`config.mk`:
```
export PLATFORM = sky130hd
export DESIGN_NAME = ref_monitor_mask_status_regs
export DESIGN_NICKNAME = d
export VERILOG_FILES = /design/src/ref_monitor_mask_status_regs.v
export VERILOG_INCLUDE_DIRS = /design/src /design/src/common
export SDC_FILE = /design/constraint.sdc
export NUM_CORES = 1
export LEC_CHECK = 0
export BUFFER_PORTS_ARGS = -buffer_cell sky130_fd_sc_hd__buf_2
export CAP_MARGIN = 0
export CORE_AREA = 2 2 104 106
export CTS_CLUSTER_SIZE = 24
export DETAILED_ROUTE_END_ITERATION = 10
export DIE_AREA = 0 0 106 108
export GPL_ROUTABILITY_DRIVEN = 0
export MAX_ROUTING_LAYER = met4
export PLACE_DENSITY = 0.59
export SYNTH_ARGS = -nofsm -noshare
export SYNTH_HDL_FRONTEND = slang
export SYNTH_SLANG_ARGS = --single-unit
```
`constraint.sdc`:
```
create_clock -name hclk -period 2 [get_ports hclk]
set_clock_uncertainty 0.15 [all_clocks]
set_input_delay 0.2 -clock hclk [delete_from_list [all_inputs] [get_ports hclk]]
set_output_delay 0.2 -clock hclk [all_outputs]
set_load 0.02 [all_outputs]
```
`src/common/ref_monitor_defines.vh`:
```
// constants for the reference monitor mask and status register bank
// assumes a 32-bit ahb-lite slave with one register per aligned word
`ifndef REF_MONITOR_DEFINES_VH
`define REF_MONITOR_DEFINES_VH

// register indices; byte address is four times the index
`define IDX_LOOP_EVENT_ENABLE  6'h0b
`define IDX_ALARM_ENABLE_A     6'h0c
`define IDX_ALARM_ENABLE_B     6'h0d
`define IDX_ALARM_ENABLE_C     6'h0e
`define IDX_RATE_A             6'h10
`define IDX_LOOP_EVENT_STATUS  6'h18
`define IDX_INPUT_FAIL_STATUS  6'h19
`define IDX_BYTE_LSB           2
`define IDX_BYTE_MSB           7

// reset values
`define RST_LOOP_EVENT_ENABLE  4'h0
`define RST_ALARM_ENABLE       8'hff
`define RST_ALARM_RSVD         4'hf
`define RST_ALARM_ENABLE_C     4'hf
`define RST_EVENT_STATUS       4'h0

// loop event bit positions
`define EV_LOCKED              0
`define EV_LOST_LOCK           1
`define EV_HOLDOVER            2
`define EV_REF_CHANGED         3
`define EV_W                   4

// monitor positions inside one nibble
`define MON_SINGLE_CYCLE       0
`define MON_COARSE_FREQ        1
`define MON_GUARD_SOAK         2
`define MON_PRECISE_FREQ       3
`define MON_W                  4
`define INPUTS                 5

// detected rate code
`define RATE_W                 4
`define RATE_UNKNOWN           4'hf
`define RATE_MAX               4'ha

// ahb-lite
`define HTRANS_NONSEQ_BIT      1
`define HRESP_OKAY             1'b0
`define DATA_W                 32

`endif

```
`src/ref_monitor_mask_status_regs.v`:
```
// reference monitor mask and status registers behind an ahb-lite slave
// assumes monitors, loop and rate detector sit in the same hclk domain
`include "ref_monitor_defines.vh"

module ref_monitor_mask_status_regs (
  // clock and reset
  input  wire                     hclk,
  input  wire                     hresetn,
  // ahb-lite slave
  input  wire                     hsel,
  input  wire [31:0]              haddr,
  input  wire [1:0]               htrans,
  input  wire                     hwrite,
  input  wire [2:0]               hsize,
  input  wire [`DATA_W-1:0]       hwdata,
  input  wire                     hready,
  output reg  [`DATA_W-1:0]       hrdata,
  output reg                      hreadyout,
  output reg                      hresp,
  // monitor failure levels, nibble per input
  input  wire [`INPUTS*`MON_W-1:0] mon_fail,
  // receive loop event pulses
  input  wire [`EV_W-1:0]         loop_event,
  // rate detector results for inputs 0 and 1
  input  wire [`RATE_W-1:0]       input0_rate_in,
  input  wire                     input0_rate_valid,
  input  wire [`RATE_W-1:0]       input1_rate_in,
  input  wire                     input1_rate_valid,
  // results
  output reg  [`INPUTS-1:0]       input_failed,
  output reg                      irq
);

  ////////////////////////////////////////////////////////////////////////
  // bus capture

  reg                      wr_pend_q;
  reg                      rd_pend_q;
  reg  [5:0]               idx_q;
  wire                     accept;
  wire [5:0]               idx_in;

  assign accept = hsel & htrans[`HTRANS_NONSEQ_BIT] & hready;
  assign idx_in = haddr[`IDX_BYTE_MSB:`IDX_BYTE_LSB];

  // address phase capture; the index is held for the data phase
  always @(posedge hclk or negedge hresetn) begin
    if (!hresetn) begin
      idx_q     <= 6'h00;
      wr_pend_q <= 1'b0;
    end else begin
      wr_pend_q <= accept & hwrite;
      if (accept) begin
        idx_q <= idx_in;
      end
    end
  end

  // reads take one wait state so a read right after a write sees it
  always @(posedge hclk or negedge hresetn) begin
    if (!hresetn) begin
      rd_pend_q <= 1'b0;
      hreadyout <= 1'b1;
    end else begin
      if (rd_pend_q) begin
        rd_pend_q <= 1'b0;
        hreadyout <= 1'b1;
      end
      if (accept && !hwrite) begin
        rd_pend_q <= 1'b1;
        hreadyout <= 1'b0;
      end
    end
  end

  // no error responses exist in this slave
  always @(posedge hclk or negedge hresetn) begin
    if (!hresetn) begin
      hresp <= `HRESP_OKAY;
    end else begin
      hresp <= `HRESP_OKAY;
    end
  end

  wire wr_commit;
  assign wr_commit = wr_pend_q;

  ////////////////////////////////////////////////////////////////////////
  // write strobes, one per writable register

  wire              we_loop_enable;
  wire              we_alarm_a;
  wire              we_alarm_b;
  wire              we_alarm_c;
  wire              we_event_status;

  assign we_loop_enable  = wr_commit && (idx_q == `IDX_LOOP_EVENT_ENABLE);
  assign we_alarm_a      = wr_commit && (idx_q == `IDX_ALARM_ENABLE_A);
  assign we_alarm_b      = wr_commit && (idx_q == `IDX_ALARM_ENABLE_B);
  assign we_alarm_c      = wr_commit && (idx_q == `IDX_ALARM_ENABLE_C);
  assign we_event_status = wr_commit && (idx_q == `IDX_LOOP_EVENT_STATUS);

  ////////////////////////////////////////////////////////////////////////
  // control registers

  reg  [`EV_W-1:0]  loop_enable_q;
  reg  [7:0]        alarm_en_a_q;
  reg  [7:0]        alarm_en_b_q;
  reg  [3:0]        alarm_en_c_q;

  // interrupt enables come up cleared so nothing fires before setup
  always @(posedge hclk or negedge hresetn) begin
    if (!hresetn) begin
      loop_enable_q <= `RST_LOOP_EVENT_ENABLE;
    end else if (we_loop_enable) begin
      loop_enable_q <= hwdata[`EV_W-1:0];
    end
  end

  // alarm enables come up open so every failure counts until masked
  always @(posedge hclk or negedge hresetn) begin
    if (!hresetn) begin
      alarm_en_a_q <= `RST_ALARM_ENABLE;
    end else if (we_alarm_a) begin
      alarm_en_a_q <= hwdata[7:0];
    end
  end

  always @(posedge hclk or negedge hresetn) begin
    if (!hresetn) begin
      alarm_en_b_q <= `RST_ALARM_ENABLE;
    end else if (we_alarm_b) begin
      alarm_en_b_q <= hwdata[7:0];
    end
  end

  // upper nibble reserved: not stored, reads back as its default
  always @(posedge hclk or negedge hresetn) begin
    if (!hresetn) begin
      alarm_en_c_q <= `RST_ALARM_ENABLE_C;
    end else if (we_alarm_c) begin
      alarm_en_c_q <= hwdata[3:0];
    end
  end

  ////////////////////////////////////////////////////////////////////////
  // monitor gating

  wire [`INPUTS*`MON_W-1:0] alarm_enable;
  wire [`INPUTS-1:0]        failed_d;

  // nibble order: input0 .. input4
  assign alarm_enable = {alarm_en_c_q, alarm_en_b_q, alarm_en_a_q};

  genvar gi;
  generate
    for (gi = 0; gi < `INPUTS; gi = gi + 1) begin : g_gate
      nibble_alarm_gate #(
        .W (`MON_W)
      ) gate_u (
        .fail   (mon_fail[gi*`MON_W +: `MON_W]),
        .enable (alarm_enable[gi*`MON_W +: `MON_W]),
        .failed (failed_d[gi])
      );
    end
  endgenerate

  always @(posedge hclk or negedge hresetn) begin
    if (!hresetn) begin
      input_failed <= {`INPUTS{1'b0}};
    end else begin
      input_failed <= failed_d;
    end
  end

  ////////////////////////////////////////////////////////////////////////
  // loop event status and interrupt

  wire [`EV_W-1:0] ev_status_q;
  wire [`EV_W-1:0] ev_clear;
  wire [`EV_W-1:0] ev_status_d;

  assign ev_clear = we_event_status ? hwdata[`EV_W-1:0] : {`EV_W{1'b0}};

  genvar ei;
  generate
    for (ei = 0; ei < `EV_W; ei = ei + 1) begin : g_event
      sticky_event_bit event_u (
        .clk    (hclk),
        .rst_n  (hresetn),
        .set    (loop_event[ei]),
        .clear  (ev_clear[ei]),
        .flag_d (ev_status_d[ei]),
        .flag_q (ev_status_q[ei])
      );
    end
  endgenerate

  always @(posedge hclk or negedge hresetn) begin
    if (!hresetn) begin
      irq <= 1'b0;
    end else begin
      // next status, so a fresh event raises irq with its own flag
      irq <= |(ev_status_d & loop_enable_q);
    end
  end

  ////////////////////////////////////////////////////////////////////////
  // detected rate codes

  wire [`RATE_W-1:0] rate0_q;
  wire [`RATE_W-1:0] rate1_q;

  rate_code_capture #(
    .W   (`RATE_W),
    .MAX (`RATE_MAX),
    .UNK (`RATE_UNKNOWN)
  ) rate0_u (
    .clk     (hclk),
    .rst_n   (hresetn),
    .code_in (input0_rate_in),
    .valid   (input0_rate_valid),
    .code_q  (rate0_q)
  );

  rate_code_capture #(
    .W   (`RATE_W),
    .MAX (`RATE_MAX),
    .UNK (`RATE_UNKNOWN)
  ) rate1_u (
    .clk     (hclk),
    .rst_n   (hresetn),
    .code_in (input1_rate_in),
    .valid   (input1_rate_valid),
    .code_q  (rate1_q)
  );

  ////////////////////////////////////////////////////////////////////////
  // read data

  reg [7:0] rd_byte;

  always @* begin
    case (idx_q)
      `IDX_LOOP_EVENT_ENABLE: rd_byte = {4'h0, loop_enable_q};
      `IDX_ALARM_ENABLE_A:    rd_byte = alarm_en_a_q;
      `IDX_ALARM_ENABLE_B:    rd_byte = alarm_en_b_q;
      `IDX_ALARM_ENABLE_C:    rd_byte = {`RST_ALARM_RSVD, alarm_en_c_q};
      `IDX_RATE_A:            rd_byte = {rate1_q, rate0_q};
      `IDX_LOOP_EVENT_STATUS: rd_byte = {4'h0, ev_status_q};
      `IDX_INPUT_FAIL_STATUS: rd_byte = {3'h0, input_failed};
      default:                rd_byte = 8'h00;
    endcase
  end

  always @(posedge hclk or negedge hresetn) begin
    if (!hresetn) begin
      hrdata <= {`DATA_W{1'b0}};
    end else if (rd_pend_q) begin
      hrdata <= {24'h000000, rd_byte};
    end
  end

endmodule // ref_monitor_mask_status_regs

////////////////////////////////////////////////////////////////////////////
// one input's monitor nibble against its enable nibble

module nibble_alarm_gate #(
  parameter W = `MON_W
) (
  // monitor levels and enables
  input  wire [W-1:0] fail,
  input  wire [W-1:0] enable,
  // gated result
  output wire         failed
);

  // zero in the enable nibble keeps that monitor out
  assign failed = |(fail & enable);

endmodule // nibble_alarm_gate

////////////////////////////////////////////////////////////////////////////
// one sticky event flag, cleared by writing a one

module sticky_event_bit (
  // clock and reset
  input  wire clk,
  input  wire rst_n,
  // event and software clear
  input  wire set,
  input  wire clear,
  // next and held flag
  output wire flag_d,
  output reg  flag_q
);

  // set wins over a clear in the same cycle so no event is lost
  assign flag_d = set | (flag_q & ~clear);

  always @(posedge clk or negedge rst_n) begin
    if (!rst_n) begin
      flag_q <= 1'b0;
    end else begin
      flag_q <= flag_d;
    end
  end

endmodule // sticky_event_bit

////////////////////////////////////////////////////////////////////////////
// registered rate code with out-of-table values folded to unknown

module rate_code_capture #(
  parameter         W   = `RATE_W,
  parameter [W-1:0] MAX = `RATE_MAX,
  parameter [W-1:0] UNK = `RATE_UNKNOWN
) (
  // clock and reset
  input  wire         clk,
  input  wire         rst_n,
  // detector result
  input  wire [W-1:0] code_in,
  input  wire         valid,
  // held code
  output reg  [W-1:0] code_q
);

  // codes above the table read as not yet detected, so software never
  // sees a value it cannot decode
  always @(posedge clk or negedge rst_n) begin
    if (!rst_n) begin
      code_q <= UNK;
    end else begin
      code_q <= (valid && code_in <= MAX) ? code_in : UNK;
    end
  end

endmodule // rate_code_capture
```
==> results.toml <==
[timing]
min_period_ps = 1840
fin_crit_sh = 0.918
rsz0062_at_grt = "no"
drv_slew = 0
hold_viol = 0
fin_setup_tns_ps = 0
max_freq_mhz = 545
setup_viol_count_final = 0

[global_routing]
grt_pass1_wl_mm = 12.0
grt_pass1_vias = 2480
track_usage = 0.140
grt_max_degree = 60
antenna_found_initial = 0
overflow = 0

[floorplan]
die_area_sq_um = 11400
num_rows = 37
core_sq_um = 10200
die_x_um = 106
start_util = 0.293
pin_count = 148
die_height_um = 108

[hold_path]
min_to = "input_failed[1]$_DFF_PN0_"
hold_depth = 3
hp-start = "mon_fail[6]"
worst_hold_path_type = "primary input to register"

[synth]
syn_area_per_cell_sq_um = 11.9
yosys_warnings = 0
ys_seq_area_frac = 0.504
ys_types = 44
ys.flop_type = "dfrtp_1"
synth_top_cell_by_area = "dfstp_2"
synthArstFlopShare = 1.00
synth_area_sq_um = 3000
ys_seq_elements = 59
synthTopCellsByArea = "dfstp_2, dfrtp_1, mux2_2"
synth_top_area_frac = 0.254
synth_cells = 253
synth-edff-count = 0

[clock_tree]
cts_max_path_buffers = 2
cts_tree = "built"
insertion_delay_ps = 330
numCtsBuffers = 9
cts_root_buf = "clkbuf_8"
cts_sinks = 59
post_cts_buffers = 0
path_clk_slew_ps = 60
cts-htree-levels = 3

[final_layout]
area.growth.synth_to_final_pct = 37.1
drive_gt1_frac = 0.415
diodes = 0
nNetsFinal = 489
design_area_sq_um = 4110
nFillCells = 1010

[drt]
drt_iter0_drc = 110
viasPerCell = 4.63
drt-pass1-iter-count = 4
drc = 0
drt_wl_total_mm = 7.42
vias = 2418
ant_nets = 0
detail_route.wl_per_cell_um = 14.2

[worst_setup_path]
worst-setup-path-type = "register to register"
r2r-end = "alarm_en_b_q[6]$_DFFE_PN1P_"
r2r_setup_slack_ps = 160
r2r_cells = 5
cp_cell_sequence = "nand2b_2 -> nor3b_2 -> buf_12 -> nand4b_4 -> mux2_2"
reg2reg_from = "idx_q[3]$_DFFE_PN0P_"
worstSetupStartpointType = "register"
critPathMaxFanout = 11
crit_path_max_incr_delay_ps = 490
end_kind = "register"
cp_slowest_cell = "dfrtp_1"
cp_data_required_time_ps = 2110
arrival_ps = 1940

[flow_run]
drv_cap = 0

[pwr]
leakage_nw = 1.83
vdd_drop_max_mv = 0.216
powerDensity_nw_per_um2 = 722

[place]
port_buffers = 68
placed_area_sq_um = 3480
dpl.hpwl_mm = 5.41

[run_status]
status = "completed"
-- through the flow --
step	power, mW	instances	hold slack [ps]	utilization	setup slack [ps]
2_1_floorplan	1.80	277	-246	-	221
3_3_place_gp	1.99	460	81.8	0.340	66.3
3_5_place_dp	2.00	460	77.9	0.340	31.6
4_1_cts	2.99	522	1.62	0.401	23.1
6_report	2.97	522	11.3	0.402	164
5_1_grt	3.11	522	19.7	0.402	37.1
-- registers in the layout (all words and copies together) (netlist names), 5 cells and up --
signal,flops
alarm_en_a_q,8
input_failed,5
idx_q,6
alarm_en_b_q,8
hrdata,8
-- power breakdown --
group / internal, mW / switching (mW)
combinational: 0.310 / 0.342
sequential: 1.31 / 0.0882
clock: 0.478 / 0.438
total: 2.10 / 0.868
-- routing by layer --
layer	global-route usage	vias to the layer above	wire [um]
met5	-	-	0
met4	0.0630	0	128
met3	0.0253	14	345
met2	0.245	83	3820
met1	0.157	1182	3120
li1	-	1139	-
-- worst max path at each step --
| stage | from | endpoint | depth (start not counted) |
|---|---|---|---|
| 2_1_floorplan | idx_q[0]$_DFFE_PN0P_ | irq$_DFF_PN0_ | 5 |
| 3_3_place_gp | idx_q[3]$_DFFE_PN0P_ | alarm_en_b_q[2]$_DFFE_PN1P_ | 5 |
| 3_5_place_dp | idx_q[3]$_DFFE_PN0P_ | alarm_en_b_q[3]$_DFFE_PN1P_ | 5 |
| 4_1_cts | idx_q[3]$_DFFE_PN0P_ | alarm_en_b_q[3]$_DFFE_PN1P_ | 5 |
| 5_1_grt | idx_q[3]$_DFFE_PN0P_ | alarm_en_b_q[1]$_DFFE_PN1P_ | 5 |
| 6_report | idx_q[3]$_DFFE_PN0P_ | alarm_en_b_q[6]$_DFFE_PN1P_ | 5 |
-- logic make-up after synthesis --
| group | count (synthesis) | synth area share |
|---|---|---|
| AND/OR/NAND/NOR | 65 | 0.151 |
| flip-flops | 59 | 0.504 |
| AO/OA/AOI/OAI | 51 | 0.117 |
| multiplexers | 38 | 0.140 |
| buffers and inverters | 38 | 0.0847 |
| XOR/XNOR | 1 | 0.00292 |
| other | 1 | 0.00125 |
-- cell type report --
class | instances | area (sq um) | area share
inverter | 5 | 18.8 | 0.00456
multi-input combinational | 180 | 1330 | 0.324
clock buffer | 13 | 149 | 0.0362
clock inverter | 3 | 15.0 | 0.00365
timing repair buffer | 126 | 916 | 0.223
sequential | 59 | 1510 | 0.368
tap | 136 | 170 | 0.0414
-- cell usage after synthesis (2+ instances only) --
| master | n |
|---|---|
| buf_2 | 2 |
| clkbuf_1 | 4 |
| a21oi_1 | 7 |
| buf_6 | 2 |
| dfrtp_1 | 30 |
| inv_1 | 5 |
| dfstp_2 | 29 |
| a21boi_0 | 2 |
| nand3_1 | 7 |
| nand2b_1 | 6 |
| nand2_1 | 8 |
| a21o_1 | 4 |
| o21ai_0 | 10 |
| mux2_2 | 30 |
| buf_4 | 25 |
| nor2b_1 | 6 |
| nand3b_1 | 6 |
| o311ai_0 | 4 |
| mux2i_1 | 7 |
| a31oi_1 | 4 |
| nor3_1 | 7 |
| and4b_1 | 2 |
| nor2_1 | 10 |
| a22oi_1 | 11 |
| a221oi_1 | 4 |
| nor4bb_1 | 3 |
-- layout by cell type (no fill, tap or decap), drive strengths merged, types with 2 or more instances in the layout --
master,n
o311ai,4
and4b,2
mux2i,7
nor3,7
clkbuf,13
a31oi,4
inv,5
nor4bb,3
o21ai,10
clkinv,3
nor3b,2
conb,25
a21boi,2
a21oi,7
nor2,10
dfstp,29
a221oi,4
mux2,31
buf,80
dlygate4sd3,46
dfrtp,30
a21o,4
nand2b,7
nand4b,2
nand3,8
nor2b,6
nand3b,6
nand2,8
a22oi,11
-- critical path: cells and delay by family, from the launching register on --
kind / cells / cell delay (ps)
AND/OR/NAND/NOR: 3 / 630
buffers and inverters: 1 / 180
multiplexers: 1 / 320
flip-flops: 1 / 490
-- what timing repair did --
item / 4_1_cts / 5_1_grt
hold buffers: 46 / 0
gates resized for setup: 0 / 1
setup endpoints to repair: 0 / 8
hold endpoints to repair: 66 / 0
(Power assumes the default switching activity.)
